**src/uart_irda_pkg.sv**
```systemverilog
/*
 * Shared constants and carriers for the serial port with IrDA mode,
 * mode-change settling, FIFO reset, halt/resume and DMA request gating.
 * Assumes a single 50 MHz core clock and byte-addressed 32-bit registers.
 */
package uart_irda_pkg;

   // ---------------------------------------------------------------
   // register byte offsets
   // ---------------------------------------------------------------
   localparam logic [5:0] OFS_DATA   = 6'h00;
   localparam logic [5:0] OFS_MODE   = 6'h04;
   localparam logic [5:0] OFS_FIFO   = 6'h08;
   localparam logic [5:0] OFS_SUPP   = 6'h0C;
   localparam logic [5:0] OFS_MASK   = 6'h10;
   localparam logic [5:0] OFS_STATUS = 6'h14;
   localparam logic [5:0] OFS_PEND   = 6'h18;
   localparam logic [5:0] OFS_RESUME = 6'h1C;
   localparam logic [5:0] OFS_SYSCFG = 6'h20;
   localparam logic [5:0] OFS_LEVEL  = 6'h24;

   // ---------------------------------------------------------------
   // field positions
   // ---------------------------------------------------------------
   localparam int RX_CLR          = 0;
   localparam int TX_CLR          = 1;
   localparam int DMA_EN_BIT      = 3;
   localparam int THR_LSB         = 4;
   localparam int DMA_SEL         = 0;
   localparam int EXT_LSB         = 1;
   localparam int SOFT_RESET      = 1;
   localparam int IRQ_RX_DATA     = 0;
   localparam int IRQ_RX_TIMEOUT  = 1;
   localparam int IRQ_TX_EMPTY    = 2;
   localparam int IRQ_HALT        = 3;
   localparam int LEVEL_TX_LSB    = 8;

   // ---------------------------------------------------------------
   // protocol select encodings and timing
   // ---------------------------------------------------------------
   localparam logic [1:0] MODE_UART = 2'h0;
   localparam logic [1:0] MODE_IRDA = 2'h1;
   localparam logic [1:0] MODE_OFF  = 2'h3;

   localparam int CLK_HZ          = 50_000_000;
   localparam int BAUD_DEFAULT    = 115_200;
   localparam int CLKS_PER_BIT    = CLK_HZ / BAUD_DEFAULT;
   localparam int BITS_PER_CHAR   = 10;
   localparam int TIMEOUT_CHARS   = 4;
   localparam int RX_TIMEOUT_CYC  = TIMEOUT_CHARS * BITS_PER_CHAR
                                    * CLKS_PER_BIT;
   // both settle terms count on core_clk since both clocks are one here
   localparam int BUS_SETTLE_CYC  = 5;
   localparam int FUNC_SETTLE_CYC = 5;
   localparam logic [3:0] SETTLE_CYC = 4'(BUS_SETTLE_CYC + FUNC_SETTLE_CYC);

   // ---------------------------------------------------------------
   // carriers
   // ---------------------------------------------------------------
   typedef enum logic [1:0] {
      LINE_IDLE  = 2'b00,
      LINE_START = 2'b01,
      LINE_DATA  = 2'b11,
      LINE_STOP  = 2'b10
   } line_state_e;

   typedef struct packed {
      logic [1:0] mode;
      logic       dma_bit;
      logic [3:0] rx_thr;
      logic       dma_sel;
      logic [1:0] dma_ext;
      logic [3:0] mask;
      logic [3:0] status;
      logic       halted;
      logic [3:0] settle;
   } ctrl_s;

   typedef struct packed {
      line_state_e st;
      logic [2:0]  bitn;
      logic [15:0] div;
      logic [7:0]  shift;
   } line_s;

   localparam logic [3:0] THR_RESET = 4'h1;
   localparam ctrl_s CTRL_RESET = '{mode: MODE_OFF, dma_bit: 1'b0,
      rx_thr: THR_RESET, dma_sel: 1'b0, dma_ext: 2'h0, mask: 4'h0,
      status: 4'h0, halted: 1'b0, settle: 4'h0};
   localparam line_s LINE_RESET = '{st: LINE_IDLE, bitn: 3'h0,
      div: 16'h0000, shift: 8'h00};

endpackage : uart_irda_pkg

```
**src/uart_irda_port.sv**
```systemverilog
/*
 * Serial port with UART and IrDA framing, Avalon-MM register slave,
 * sticky interrupt status, DMA request lines and power-management idle
 * handshake. Assumes uart_rx and idle_req are synchronous to core_clk.
 */
// The address map and the Avalon-MM slave port are this design's own decisions.
`timescale 1ns/100ps

// Operation
// - the pending flag reads 1 when no interrupt is pending and 0 otherwise.
// - clearing the receive-data enable masks receive-data and timeout irqs.
// - clearing the FIFOs through the FIFO control register resets their levels; a transmit clear is lost if a frame starts in that cycle.
// - reading the resume register releases a halted transfer.
// - the FIFO control register holds a DMA request enable bit.
// - DMA is on for select 1 with nonzero extended mode, else by that bit.
// - writing 1 to the soft reset bit resets the port so idle can be acked.
module uart_irda_port #(
   parameter int AW             = 4,
   parameter int CLKS_PER_BIT   = uart_irda_pkg::CLKS_PER_BIT,
   parameter int RX_TIMEOUT_CYC = uart_irda_pkg::RX_TIMEOUT_CYC
) (
   // clock and reset
   input  wire logic        core_clk,
   input  wire logic        rst,
   // register bus
   input  wire logic [5:0]  avs_address,
   input  wire logic        avs_read,
   input  wire logic        avs_write,
   input  wire logic [31:0] avs_writedata,
   output logic      [31:0] avs_readdata,
   output logic             avs_waitrequest,
   // serial line
   input  wire logic        uart_rx,
   output logic             uart_tx,
   // system
   output logic             irq,
   output logic             rx_dma_req,
   output logic             tx_dma_req,
   input  wire logic        idle_req,
   output logic             idle_ack
);

   localparam int DEPTH = 1 << AW;

   function automatic logic [AW:0] level(input logic [AW:0] wp,
                                         input logic [AW:0] rp);
      level = wp - rp;
   endfunction : level

   // ---------------------------------------------------------------
   // state
   // ---------------------------------------------------------------
   uart_irda_pkg::ctrl_s c_reg, c_next;
   uart_irda_pkg::line_s tx_reg, tx_next, rx_reg, rx_next;
   logic [AW:0]  rx_wp_reg, rx_wp_next, rx_rp_reg, rx_rp_next;
   logic [AW:0]  tx_wp_reg, tx_wp_next, tx_rp_reg, tx_rp_next;
   logic [15:0]  to_reg, to_next;
   logic [31:0]  rdata_reg, rdata_next;
   logic         ack_reg, ack_next;
   logic         txo_reg, txo_next;
   logic         idle_ack_reg, idle_ack_next;
   logic [7:0]   rx_mem [DEPTH];
   logic [7:0]   tx_mem [DEPTH];

   logic         bus_req, fire_wr, fire_rd, tx_push, rx_push, run, dma_en;
   logic         rx_line, tx_bit;
   logic [AW:0]  rx_lvl, tx_lvl;
   logic [3:0]   eff_mask;
   logic [31:0]  rv;

   // ---------------------------------------------------------------
   // combinational decode shared with the ports
   // ---------------------------------------------------------------
   assign bus_req  = avs_read | avs_write;
   assign fire_wr  = avs_write & ack_reg;
   assign fire_rd  = avs_read & ack_reg;
   assign rx_lvl   = level(rx_wp_reg, rx_rp_reg);
   assign tx_lvl   = level(tx_wp_reg, tx_rp_reg);
   assign dma_en   = c_reg.dma_sel ? (c_reg.dma_ext != 2'h0)
                                   : c_reg.dma_bit;
   // receive-data enable also gates the timeout source
   assign eff_mask = {c_reg.mask[3:2], c_reg.mask[1] & c_reg.mask[0],
                      c_reg.mask[0]};
   assign irq      = |(c_reg.status & eff_mask);
   // engines start no new frame while the protocol select settles
   assign run      = (c_reg.mode != uart_irda_pkg::MODE_OFF)
                     & (c_reg.settle == 4'h0)
                     & ~(c_reg.halted
                         & (c_reg.mode == uart_irda_pkg::MODE_IRDA));
   // irda receive sees an active-high pulse for a zero bit; pulses are
   // assumed to cover the mid-bit sample point
   assign rx_line  = (c_reg.mode == uart_irda_pkg::MODE_IRDA) ? ~uart_rx
                                                               : uart_rx;
   assign rx_dma_req = dma_en & (rx_lvl != '0)
                       & (rx_lvl >= (AW+1)'(c_reg.rx_thr));
   assign tx_dma_req = dma_en & (tx_lvl != (AW+1)'(DEPTH));
   assign avs_waitrequest = bus_req & ~ack_reg;
   assign avs_readdata = rdata_reg;
   assign uart_tx  = txo_reg;
   assign idle_ack = idle_ack_reg;

   // ---------------------------------------------------------------
   // next-state logic
   // ---------------------------------------------------------------
   always_comb begin
      c_next      = c_reg;
      tx_next     = tx_reg;
      rx_next     = rx_reg;
      rx_wp_next  = rx_wp_reg;
      rx_rp_next  = rx_rp_reg;
      tx_wp_next  = tx_wp_reg;
      tx_rp_next  = tx_rp_reg;
      to_next     = to_reg;
      rdata_next  = rdata_reg;
      ack_next    = bus_req & ~ack_reg;
      tx_push     = 1'b0;
      rx_push     = 1'b0;
      tx_bit      = 1'b1;
      rv          = 32'h0000_0000;
      if (c_reg.settle != 4'h0) begin
         c_next.settle = c_reg.settle - 4'h1;
      end

      // register read mux, sampled in the first cycle of the access
      unique case (avs_address)
         uart_irda_pkg::OFS_DATA:   rv[7:0] = rx_mem[rx_rp_reg[AW-1:0]];
         uart_irda_pkg::OFS_MODE:   rv[1:0] = c_reg.mode;
         uart_irda_pkg::OFS_FIFO: begin
            rv[uart_irda_pkg::DMA_EN_BIT] = c_reg.dma_bit;
            rv[uart_irda_pkg::THR_LSB +: 4] = c_reg.rx_thr;
         end
         uart_irda_pkg::OFS_SUPP: begin
            rv[uart_irda_pkg::DMA_SEL] = c_reg.dma_sel;
            rv[uart_irda_pkg::EXT_LSB +: 2] = c_reg.dma_ext;
         end
         uart_irda_pkg::OFS_MASK:   rv[3:0] = c_reg.mask;
         uart_irda_pkg::OFS_STATUS: rv[3:0] = c_reg.status;
         uart_irda_pkg::OFS_PEND:   rv[0] = ~irq;
         uart_irda_pkg::OFS_LEVEL: begin
            rv[AW:0] = rx_lvl;
            rv[uart_irda_pkg::LEVEL_TX_LSB +: (AW+1)] = tx_lvl;
         end
         default:                   rv = 32'h0000_0000;
      endcase
      if (avs_read & ~ack_reg) begin
         rdata_next = rv;
      end

      // side effects land on the edge where waitrequest is low
      if (fire_rd && avs_address == uart_irda_pkg::OFS_DATA
          && rx_lvl != '0) begin
         rx_rp_next = rx_rp_reg + 1'b1;
         to_next    = 16'h0000;
      end
      if (fire_rd && avs_address == uart_irda_pkg::OFS_RESUME) begin
         c_next.halted = 1'b0;
      end
      if (fire_wr) begin
         unique case (avs_address)
            uart_irda_pkg::OFS_DATA: begin
               tx_push = tx_lvl != (AW+1)'(DEPTH);
            end
            uart_irda_pkg::OFS_MODE: begin
               // glitch-prone write: hold off new frames, halt irda until resume
               c_next.mode   = avs_writedata[1:0];
               c_next.settle = uart_irda_pkg::SETTLE_CYC;
               c_next.halted = 1'b1;
            end
            uart_irda_pkg::OFS_FIFO: begin
               c_next.dma_bit = avs_writedata[uart_irda_pkg::DMA_EN_BIT];
               c_next.rx_thr  = avs_writedata[uart_irda_pkg::THR_LSB +: 4];
               if (avs_writedata[uart_irda_pkg::RX_CLR]) begin
                  rx_rp_next = rx_wp_reg;
                  to_next    = 16'h0000;
               end
               if (avs_writedata[uart_irda_pkg::TX_CLR]) begin
                  tx_rp_next = tx_wp_reg;
               end
            end
            uart_irda_pkg::OFS_SUPP: begin
               c_next.dma_sel = avs_writedata[uart_irda_pkg::DMA_SEL];
               c_next.dma_ext = avs_writedata[uart_irda_pkg::EXT_LSB +: 2];
            end
            uart_irda_pkg::OFS_MASK:   c_next.mask = avs_writedata[3:0];
            uart_irda_pkg::OFS_STATUS: begin
               c_next.status = c_reg.status & ~avs_writedata[3:0];
            end
            default: ;
         endcase
      end
      if (tx_push) begin
         tx_wp_next = tx_wp_reg + 1'b1;
      end

      // transmitter
      tx_next.div = tx_reg.div + 16'h0001;
      unique case (tx_reg.st)
         uart_irda_pkg::LINE_IDLE: begin
            tx_next.div = 16'h0000;
            if (run && tx_lvl != '0) begin
               tx_next.shift = tx_mem[tx_rp_reg[AW-1:0]];
               tx_next.st    = uart_irda_pkg::LINE_START;
               tx_rp_next    = tx_rp_reg + 1'b1;
            end
         end
         uart_irda_pkg::LINE_START: begin
            tx_bit = 1'b0;
            if (tx_reg.div == 16'(CLKS_PER_BIT - 1)) begin
               tx_next.div  = 16'h0000;
               tx_next.bitn = 3'h0;
               tx_next.st   = uart_irda_pkg::LINE_DATA;
            end
         end
         uart_irda_pkg::LINE_DATA: begin
            tx_bit = tx_reg.shift[0];
            if (tx_reg.div == 16'(CLKS_PER_BIT - 1)) begin
               tx_next.div   = 16'h0000;
               tx_next.shift = {1'b0, tx_reg.shift[7:1]};
               tx_next.bitn  = tx_reg.bitn + 3'h1;
               if (tx_reg.bitn == 3'h7) begin
                  tx_next.st = uart_irda_pkg::LINE_STOP;
               end
            end
         end
         uart_irda_pkg::LINE_STOP: begin
            if (tx_reg.div == 16'(CLKS_PER_BIT - 1)) begin
               tx_next.st = uart_irda_pkg::LINE_IDLE;
               if (tx_lvl == '0) begin
                  c_next.status[uart_irda_pkg::IRQ_TX_EMPTY] = 1'b1;
               end
            end
         end
      endcase
      // irda sends a 3/16-bit high pulse for each zero bit
      if (c_reg.mode == uart_irda_pkg::MODE_IRDA) begin
         txo_next = ~tx_bit & (tx_reg.div < 16'((CLKS_PER_BIT * 3) / 16));
      end else begin
         txo_next = tx_bit;
      end

      // receiver, started half a bit in so later samples land mid-bit
      rx_next.div = rx_reg.div + 16'h0001;
      unique case (rx_reg.st)
         uart_irda_pkg::LINE_IDLE: begin
            rx_next.div = 16'h0000;
            if (run && !rx_line) begin
               rx_next.st = uart_irda_pkg::LINE_START;
            end
         end
         uart_irda_pkg::LINE_START: begin
            if (rx_reg.div == 16'(CLKS_PER_BIT / 2)) begin
               rx_next.div  = 16'h0000;
               rx_next.bitn = 3'h0;
               rx_next.st   = rx_line ? uart_irda_pkg::LINE_IDLE
                                      : uart_irda_pkg::LINE_DATA;
            end
         end
         uart_irda_pkg::LINE_DATA: begin
            if (rx_reg.div == 16'(CLKS_PER_BIT - 1)) begin
               rx_next.div   = 16'h0000;
               rx_next.shift = {rx_line, rx_reg.shift[7:1]};
               rx_next.bitn  = rx_reg.bitn + 3'h1;
               if (rx_reg.bitn == 3'h7) begin
                  rx_next.st = uart_irda_pkg::LINE_STOP;
               end
            end
         end
         uart_irda_pkg::LINE_STOP: begin
            if (rx_reg.div == 16'(CLKS_PER_BIT - 1)) begin
               rx_next.st = uart_irda_pkg::LINE_IDLE;
               // framing errors and overruns drop the byte silently
               rx_push = rx_line & (rx_lvl != (AW+1)'(DEPTH));
            end
         end
      endcase
      if (rx_push) begin
         rx_wp_next = rx_wp_reg + 1'b1;
         to_next    = 16'h0000;
         c_next.status[uart_irda_pkg::IRQ_RX_DATA] = 1'b1;
      end else if (rx_lvl != '0 && to_reg != 16'(RX_TIMEOUT_CYC - 1)) begin
         to_next = to_reg + 16'h0001;
      end else if (rx_lvl != '0) begin
         c_next.status[uart_irda_pkg::IRQ_RX_TIMEOUT] = 1'b1;
      end
      if (c_reg.halted & ~c_next.halted) begin
         c_next.status[uart_irda_pkg::IRQ_HALT] = 1'b1;
      end

      idle_ack_next = idle_req & ~dma_en & (tx_lvl == '0)
                      & (tx_reg.st == uart_irda_pkg::LINE_IDLE)
                      & (rx_reg.st == uart_irda_pkg::LINE_IDLE);

      if (fire_wr && avs_address == uart_irda_pkg::OFS_SYSCFG
          && avs_writedata[uart_irda_pkg::SOFT_RESET]) begin
         c_next     = uart_irda_pkg::CTRL_RESET;
         tx_next    = uart_irda_pkg::LINE_RESET;
         rx_next    = uart_irda_pkg::LINE_RESET;
         rx_wp_next = '0;
         rx_rp_next = '0;
         tx_wp_next = '0;
         tx_rp_next = '0;
         to_next    = 16'h0000;
         tx_push    = 1'b0;
         rx_push    = 1'b0;
      end
   end

   // ---------------------------------------------------------------
   // registers
   // ---------------------------------------------------------------
   always_ff @(posedge core_clk or posedge rst) begin
      if (rst) begin
         c_reg        <= uart_irda_pkg::CTRL_RESET;
         tx_reg       <= uart_irda_pkg::LINE_RESET;
         rx_reg       <= uart_irda_pkg::LINE_RESET;
         rx_wp_reg    <= '0;
         rx_rp_reg    <= '0;
         tx_wp_reg    <= '0;
         tx_rp_reg    <= '0;
         to_reg       <= 16'h0000;
         rdata_reg    <= 32'h0000_0000;
         ack_reg      <= 1'b0;
         txo_reg      <= 1'b1;
         idle_ack_reg <= 1'b0;
      end else begin
         c_reg        <= c_next;
         tx_reg       <= tx_next;
         rx_reg       <= rx_next;
         rx_wp_reg    <= rx_wp_next;
         rx_rp_reg    <= rx_rp_next;
         tx_wp_reg    <= tx_wp_next;
         tx_rp_reg    <= tx_rp_next;
         to_reg       <= to_next;
         rdata_reg    <= rdata_next;
         ack_reg      <= ack_next;
         txo_reg      <= txo_next;
         idle_ack_reg <= idle_ack_next;
      end
   end

   // fifo storage carries no reset; pointers decide what is valid
   always_ff @(posedge core_clk) begin
      if (tx_push) begin
         tx_mem[tx_wp_reg[AW-1:0]] <= avs_writedata[7:0];
      end
      if (rx_push) begin
         rx_mem[rx_wp_reg[AW-1:0]] <= rx_reg.shift;
      end
   end

endmodule : uart_irda_port

```
**config.mk**
```make
export PLATFORM = sky130hd
export DESIGN_NAME = uart_irda_port
export DESIGN_NICKNAME = d
export VERILOG_FILES = /design/src/uart_irda_pkg.sv /design/src/uart_irda_port.sv
export SDC_FILE = /design/constraint.sdc
export NUM_CORES = 1
export LEC_CHECK = 0
export ABC_AREA = 1
export BUFFER_PORTS_ARGS = -buffer_cell sky130_fd_sc_hd__buf_4
export CORE_MARGIN = 1
export CORE_UTILIZATION = 55
export DETAILED_ROUTE_END_ITERATION = 12
export PLACE_DENSITY = 0.8
export SKIP_LAST_GASP = 1
export SYNTH_ARGS = -nofsm -noshare
export SYNTH_HDL_FRONTEND = slang
export SYNTH_SLANG_ARGS = --single-unit
```
**constraint.sdc**
```tcl
create_clock -name core_clk -period 4.5 [get_ports core_clk]
set_input_delay 0 -clock core_clk [delete_from_list [all_inputs] [get_ports core_clk]]
set_output_delay 0 -clock core_clk [all_outputs]
set_load 0.005 [all_outputs]
```
# Yosys cells after proc, flatten, opt, wreduce, memory -nomap -nowiden
# Memories as Yosys holds them, arrays and structs flattened.
# Cells that the tools add are included.
totals:
  ff_bits: 133
  mem_bits_rw: 256
  input_bits: 44
  out_inout_bits: 38
  wordCells: 238
  n_memories: 2
classes:
  addsub: 12
  magnitude_cmp: 2
  n_eq_ne: 35
  muxes: 83
  bitwise: 29
  reduce_logical: 47
mem_list:
  columns: ["name", "words", "width", "rd", "rd_ports_with_merged_regs", "wr", "line_no", "text"]
  rows:
  - ["rx_mem", 16, 8, 1, 0, 1, "uart_irda_port.sv:62", "logic [7:0] rx_mem [DEPTH];"]
  - ["tx_mem", 16, 8, 1, 0, 1, "uart_irda_port.sv:63", "logic [7:0] tx_mem [DEPTH];"]
ops:
  columns: ["op", "n"]
  rows:
  - ["2-to-1 mux 29 bit", 4]
  - ["2-to-1 mux 16 bit", 7]
  - ["one-hot mux 16 bit (3 select lines)", 2]
  - ["2-to-1 mux 5 bit", 18]
  - ["adder 16 x 1 -> 16 bit, second input constant", 3]
  - ["2-to-1 mux 23 bit", 2]
  - ["2-to-1 mux 21 bit", 2]
  - ["== test 16 x 9 -> 1 bit, second input constant", 2]
  - ["== test 6 x 5 -> 1 bit, second input constant", 4]
  - ["inequality test 3 bit, second input constant", 8]
  - ["2-to-1 mux 1 bit", 22]
  - ["nonzero test 3 bit", 7]
  - ["adder 5 x 1 -> 5 bit, second input constant", 4]
  - ["nonzero test 2 bit", 10]
  - ["AND 1 bit", 18]
  - ["one-hot mux 3 bit (2 select lines)", 3]
  - ["== test 16 x 8 -> 1 bit, second input constant", 1]
  - ["less-than comparator 16 x 7 -> 1 bit, second input constant", 1]
  - ["2-to-1 mux 2 bit", 8]
  - ["2-to-1 mux 8 bit", 2]
  - ["inequality test 16 x 15 -> 1 bit, second input constant", 1]
  - ["one-hot mux 2 bit (4 select lines)", 2]
  - ["one-hot mux 8 bit (2 select lines)", 1]
  - ["AND reduction 2 bit", 7]
  - ["other kinds (35)", 69]

# Logic depth before layout (Yosys ltp)
# Gate-level depths: netlist of the first run.
logic_depth:
  ltp_word: 10
  ltp_mapped: 17
  ltp_nobuf: 16

# Worst setup path before layout of the first run
# No wires, ideal clock.
synth_timing:
  path_type: "flip-flop to flip-flop"
  start: "register tx_rp_reg[3]"
  end: "memory tx_mem[11][0], enable pin"
  setup_time_ps: 383
  arrival_ps: 2568
  required_time_ps: 4117
  path_slack_ps: 1548
  path_stages_with_launch: 14
  n_path_buf: 2
  period_less_slack_ps: 2952
  cell_sequence: "dfrtp_1 -> clkbuf_1 -> inv_1 -> buf_1 -> ha_1 -> a21oi_1 -> nand3_1 -> nand2_1 -> nor2_1 -> inv_1 -> nand2_2 -> inv_2 -> nand2_1 -> nor3_1"
synth_between:
  elab_chain_cells: 7
synth_rtl:
  columns: ["element", "line_no", "text"]
  rows:
  - ["from (decl)", "uart_irda_port.sv:56", "logic [AW:0] tx_wp_reg, tx_wp_next, tx_rp_reg, tx_rp_next;"]
  - ["from (signal assigned)", "uart_irda_port.sv:332", "tx_rp_reg <= tx_rp_next;"]
  - ["subtractor 5 bit", "uart_irda_port.sv:47", "level = wp - rp;"]
  - ["inequality test 5 bit", "uart_irda_port.sv:161", "tx_push = tx_lvl != (AW+1)'(DEPTH);"]
  - ["2-to-1 mux 1 bit", "uart_irda_port.sv:159", "unique case (avs_address)"]
  - ["2-to-1 mux 1 bit", "uart_irda_port.sv:158", "if (fire_wr) begin"]
  - ["2-to-1 mux 1 bit", "uart_irda_port.sv:293", "if (fire_wr && avs_address == uart_irda_pkg::OFS_SYSCFG"]
  - ["2-to-1 mux 1 bit", "uart_irda_port.sv:343", "if (tx_push) begin"]
  - ["2-to-1 mux 1 bit (not written as such)", "uart_irda_port.sv:344", "tx_mem[tx_wp_reg[AW-1:0]] <= avs_writedata[7:0];"]
  - ["to (decl)", "uart_irda_port.sv:63", null]
# Every way passes these cells.

# Worst setup path after layout of the first run
layout_timing:
  start: "register rx_rp_reg[1]"
  end: "output rx_dma_req"
layout_between:
  elab_chain_cells: 4
  word_cells_on_any_way: 5
layout_rtl:
  columns: ["element", "line_no", "text"]
  rows:
  - ["from (decl)", "uart_irda_port.sv:55", "logic [AW:0] rx_wp_reg, rx_wp_next, rx_rp_reg, rx_rp_next;"]
  - ["from (signal assigned)", "uart_irda_port.sv:330", "rx_rp_reg <= rx_rp_next;"]
  - ["subtractor 5 bit *", "uart_irda_port.sv:47", null]
  - ["parallel branches: the longest is 2 deep, another holds greater-or-equal comparator 5 x 4 -> 1 bit", null, null]
  - ["AND 1 bit *", "uart_irda_port.sv:95", "& (rx_lvl >= (AW+1)'(c_reg.rx_thr));"]
  - ["to (decl)", "uart_irda_port.sv:37", "output logic rx_dma_req,"]
# Every way passes the cells marked *.

==> flow_summary.ini, run 1 <==
[outcome]
status = completed

[clock_network]
cts_root_buffer = clkbuf_16
cts_tree = yes
clock_latency_ps = 540
clk_pin_slew_ps = 70
ctsResizeCount = 0
cts_sinks = 389
clk_path_buf_depth = 3
h-tree-depth = 2
cts_buffers = 40

[die]
die_x_um = 185
rows = 66
start_util_pct = 56.3
io_pins = 82
dieArea_sq_um = 34300
core-area_sq_um = 32800
die_y_um = 185

[synth]
synth_seq_area_share_pct = 59.7
synth_top_area_share_pct = 41.6
synth_area_leader_cell = edfxtp_1
synth_area_leaders = edfxtp_1, dfrtp_1, nand2_1, nand3_1, nor2_1
synth_edf_count = 256
synth_flop_cell = edfxtp_1
synth_area_sq_um = 18500
ys_warn_count = 0
syn_area_per_cell_sq_um = 9.56
netlist_top_cells_count = nand2_1, edfxtp_1, nor2_1, nand3_1, inv_1
ys_ff_latch = 389
synth_cell_type_count = 51
async_reset_ff_share_pct = 34.2
synth_cells = 1932
synthMostInstantiatedCell = nand2_1

[sta]
finalSetupViolCount = 0
relSlewSlack_pct = 27.6
finalMaxSlewViolations = 0
hold_viol = 0
rsz0062_at_grt = false
worst_pin_slew_ps = 1080
holdWs_ps = 29.4
finalCritPeriodShare_pct = 82.0
timing.fmax_ghz = 0.271
clock_skew_ps = 21.4
fin_tns_setup_ps = 0
period_minus_slack_ps = 3690

[route]
drc = 0
firstDrtPassIters = 6
wl_per_cell_um = 17.6
drtIter0Drc = 1640
vias = 14200
vias_per_cell = 5.78
drtAntennaViolNets = 0
drt_wl_total_um = 43200

[power_and_ir_drop]
peakVddDrop_uv = 375
p_per_area_nw_per_um2 = 492
leakagePower_uw = 0.00879

[worst_setup_path]
required_ps = 4500
crit_path_top_delay_cell = dfrtp_1
cp_cell_sequence = inv_1, ha_1, nand3_1, nand2_1, xor2_2, inv_1, ha_1, a211oi_1, nor3_1, buf_4
path_buf_inv = 3
cp-start-kind = flip-flop
crit_path_end_kind = output port
crit_type = flip-flop to output port
crit_family = buffers and inverters
critical_path_peak_fanout = 19
cpPeakStageDelay_ps = 760
crit_arrival_ps = 3690

[grt]
grt_max_degree = 97
grt_overflow = 0
antenna_found_initial = 0
grt_pass1_wl_um = 68800
grt_pass1_vias = 13600
track_usage_pct = 25.8

[final_layout]
n_antenna_cell = 0
syn_to_final_growth_pct = 11.1
layout-drive-gt1-share_pct = 7.72
multi_input_area_sq_um = 6470
final_net_count = 2063
regArea_sq_um = 11000
fill_cells = 2584

[place]
hpwl_um = 28300
io_buffers = 38
gp_congestion = 0.941

[worst_hold_path]
min_path_type = input pin to flip-flop

[flow_run]
maxCapViolCount = 0
## per-stage QoR
stage	utilization [%]	instances	instance area (sq um)	total power (uW)	worst slack [ps]
6_report	62.6	2449	20500	10100	810
5_1_grt	62.6	2449	20500	10600	624
4_1_cts	62.6	2449	20500	10100	933
3_5_place_dp	58.0	2359	19000	6780	990
3_3_place_gp	58.0	2359	19000	6660	1160
2_1_floorplan	-	1950	18500	6130	952
## cells by family (layout without fill, tap and decap cells)
kind of cell             count (synthesis)  in the layout  share of synthesized area (%)
AND/OR/NAND/NOR                        980            980                           22.7
flip-flops                             389            389                           59.7
AO/OA/AOI/OAI                          244            244                           7.33
buffers and inverters                  242            299                           5.65
adder cells (fa/ha/maj)                 41             41                           2.86
XOR/XNOR                                34             34                           1.73
other                                    1             19                         0.0203
multiplexers                             1              1                         0.0542
## report_power, final
part	leakage, uW	internal [uW]	switching (uW)
clock network	0.000637	1950	1340
registers	0.00432	4030	220
logic	0.00383	843	1700
## cell usage in the layout, fill, tap and decap left out, drive strengths merged, types with 3 or more instances in the layout
cell type	count
nor2	258
o22ai	22
o211ai	18
dlygate4sd3	19
nand3	202
edfxtp	256
nand2	452
nor3	29
clkbuf	54
conb	19
bufinv	4
dfstp	4
a21oi	47
nand3b	6
clkinv	14
nand4	22
nor3b	3
xnor2	10
xor2	24
a31oi	3
dfrtp	129
o21ai	143
inv	158
buf	50
ha	39
nor4	6
## worst reg2reg max path, delay by kind of cell, from the launching register on
kind,cells,cell delay (ps)
buffers and inverters,1,470
flip-flops,1,760
XOR/XNOR,1,190
adder cells (fa/ha/maj),1,400
AND/OR/NAND/NOR,7,1470
## area by class of cell
class                      instances  area share, %
sequential                       389           53.7
inverter                         159           2.95
multi-input combinational       1319           31.5
clock buffer                      54           5.38
clock inverter                    17          0.958
timing repair buffer              69           2.76
tap                              442           2.70
## layer usage
layer	wire length (um)	global-route usage, %	vias up	part of all wire [%]
met5	0	0	-	0
met4	1700	10.8	0	3.9
met3	3450	3.87	136	8.0
met2	20000	41.6	666	46
met1	18100	34.9	6770	42
li1	-	-	6578	-
## path summary, 6_finish.rpt
| path | cells after the start | from | endpoint | slack, ps |
|---|---|---|---|---|
| worst max-delay path | 10 | rx_rp_reg[1]$_DFF_PP0_ | rx_dma_req | 810 |
| worst min-delay path | 6 | avs_address[5] | avs_readdata[7]$_DFFE_PP0P_ | 30 |
| worst max register to register | 10 | rx_rp_reg[1]$_DFF_PP0_ | rx_mem[4][5]$_DFFE_PP_ | 840 |
| worst min register to register | 2 | tx_reg[3]$_DFFE_PP0P_ | tx_reg[3]$_DFFE_PP0P_ | 480 |
| max in group asynchronous | 4 | rst | tx_rp_reg[0]$_DFF_PP0_ | 3200 |
| min in group asynchronous | 3 | rst | rx_reg[5]$_DFFE_PP0P_ | 220 |
## timing repair
action                                 4_1_cts  5_1_grt
setup buffers                                0        0
endpoints found under the hold margin      242        0
hold buffers                                19        0
No activity file was read; power rests on OpenSTA's default activity.
==> inputs of run 2 (changes only) <==
==> constraint.sdc (replaced) <==
create_clock -name core_clk -period 3.6 [get_ports core_clk]
set_input_delay 0 -clock core_clk [delete_from_list [all_inputs] [get_ports core_clk]]
set_output_delay 0 -clock core_clk [all_outputs]
set_load 0.005 [all_outputs]
==> flow_summary.ini, run 2 (same netlist as run 1, synthesis figures left out) <==
[grt]
grt_overflow = 0
grt_pass1_vias = 13500
antenna_found_initial = 0
track_usage_pct = 25.8
grt_max_degree = 87
grt_pass1_wl_um = 69000

[clock_network]
cts_buffers = 41
postCtsSetupRepairBufs = 0
clk_pin_slew_ps = 60
clk_path_buf_depth = 3
cts_root_buffer = clkbuf_16
cts_tree = yes
clock_latency_ps = 560
h-tree-depth = 2
cts_sinks = 389

[sta]
relSlewSlack_pct = 17.6
finalMaxSlewViolations = 0
finalCritPeriodShare_pct = 89.3
fin_tns_setup_ps = 0
worst_pin_slew_ps = 1230
clock_skew_ps = 34.4
period_minus_slack_ps = 3210
timing.fmax_ghz = 0.311
rsz0062_at_grt = false
finalSetupViolCount = 0
hold_viol = 0

[final_layout]
fill_cells = 2558
syn_to_final_growth_pct = 12.2
instances_no_fill = 2485
layout_commonest_cell = nand2_1
final_net_count = 2097
design_area_sq_um = 20700
layout_common_cells = nand2_1, edfxtp_1, nor2_1, nand3_1, inv_1
layout-drive-gt1-share_pct = 8.81
n_antenna_cell = 0

[worst_setup_path]
required_ps = 3770
startpoint = tx_wp_reg[0]$_DFFE_PP0P_
critical_path_peak_fanout = 8
cp-start-kind = flip-flop
crit_path_end_kind = flip-flop
crit_arrival_ps = 3390
crit_type = flip-flop to flip-flop
rr_startpoint = tx_wp_reg[0]$_DFFE_PP0P_

[route]
wl_per_cell_um = 17.3
drtIter0Drc = 1295
drt_wl_total_um = 43000
vias = 14100
drtAntennaViolNets = 0
firstDrtPassIters = 7
vias_per_cell = 5.69
drc = 0

[die]
dieArea_sq_um = 34300
die_y_um = 185
rows = 66
die_x_um = 185
io_pins = 82
core-area_sq_um = 32800
start_util_pct = 56.3

[power_and_ir_drop]
peakVddDrop_uv = 475
p_per_area_nw_per_um2 = 599
leakagePower_uw = 0.00892

[place]
hpwl_um = 28300
io_buffers = 38
placed_cell_area_sq_um = 19200
gp_congestion = 0.915
dpl.cell_count = 2388

[flow_run]
maxCapViolCount = 0

[outcome]
status = completed

[worst_hold_path]
min_path_type = input pin to asynchronous set/reset pin
-- run 2: layout make-up --
| class | instances | area [sq um] | share of cell area [%] |
|---|---|---|---|
| sequential | 389 | 11000 | 53.2 |
| timing repair buffer | 102 | 823 | 3.97 |
| multi-input combinational | 1319 | 6470 | 31.2 |
| clock inverter | 16 | 124 | 0.598 |
| clock buffer | 58 | 1120 | 5.41 |
| inverter | 159 | 604 | 2.92 |
| tap | 442 | 553 | 2.67 |
-- run 2: routing by layer --
layer	vias up	global-route usage [%]	wire length (um)
li1	6652	-	-
met1	6753	35.1	17700
met2	664	43.0	20600
met3	76	3.89	3660
met4	0	7.21	943
met5	-	0	0
-- run 2: final timing paths --
check | to | slack (ps) | depth (start not counted)
setup / recovery | tx_mem[11][6]$_DFFE_PP_ | 390 | 14
hold reg to reg | tx_reg[3]$_DFFE_PP0P_ | 470 | 2
hold / removal | rx_reg[12]$_DFF_PP0_ | 140 | 3
min in group core_clk | idle_ack$_DFF_PP0_ | 350 | 4
setup reg to reg | tx_mem[11][6]$_DFFE_PP_ | 390 | 14
max in group asynchronous | uart_tx$_DFF_PP1_ | 2480 | 4
-- run 2: what timing repair did --
| action | 4_1_cts | 5_1_grt |
|---|---|---|
| hold buffers | 23 | 0 |
| resized for setup | 0 | 0 |
| endpoints found under the hold margin | 237 | 0 |
-- run 2: metrics by stage --
stage	hold WS, ps	total power, uW	utilization [%]	setup WS, ps
finish	139	12400	63.2	386
global route	228	13100	63.2	115
CTS	193	12400	63.2	411
detailed placement	195	8540	58.7	396
global placement	199	8380	58.7	487
floorplan	98.9	7670	-	52.2
-- run 2: worst max-delay path: stages, from the launching register on --
cell,delay (ps)
dfrtp_1,430
inv_1,160
ha_1,170
inv_1,60
fa_1,400
xnor2_1,160
nand2_1,60
nor2_1,50
nand2_1,60
nor2_1,70
inv_1,70
nand2_2,70
inv_2,80
nand2_1,70
nor3_1,930
-- run 2: where the power goes --
group / switching (uW) / leakage (uW) / internal (uW) / total (uW)
Combinational: 2150 / 0.00400 / 1100 / 3250
Sequential: 246 / 0.00432 / 5040 / 5280
Clock: 1690 / 0.000603 / 2180 / 3880
Total: 4090 / 0.00892 / 8320 / 12400
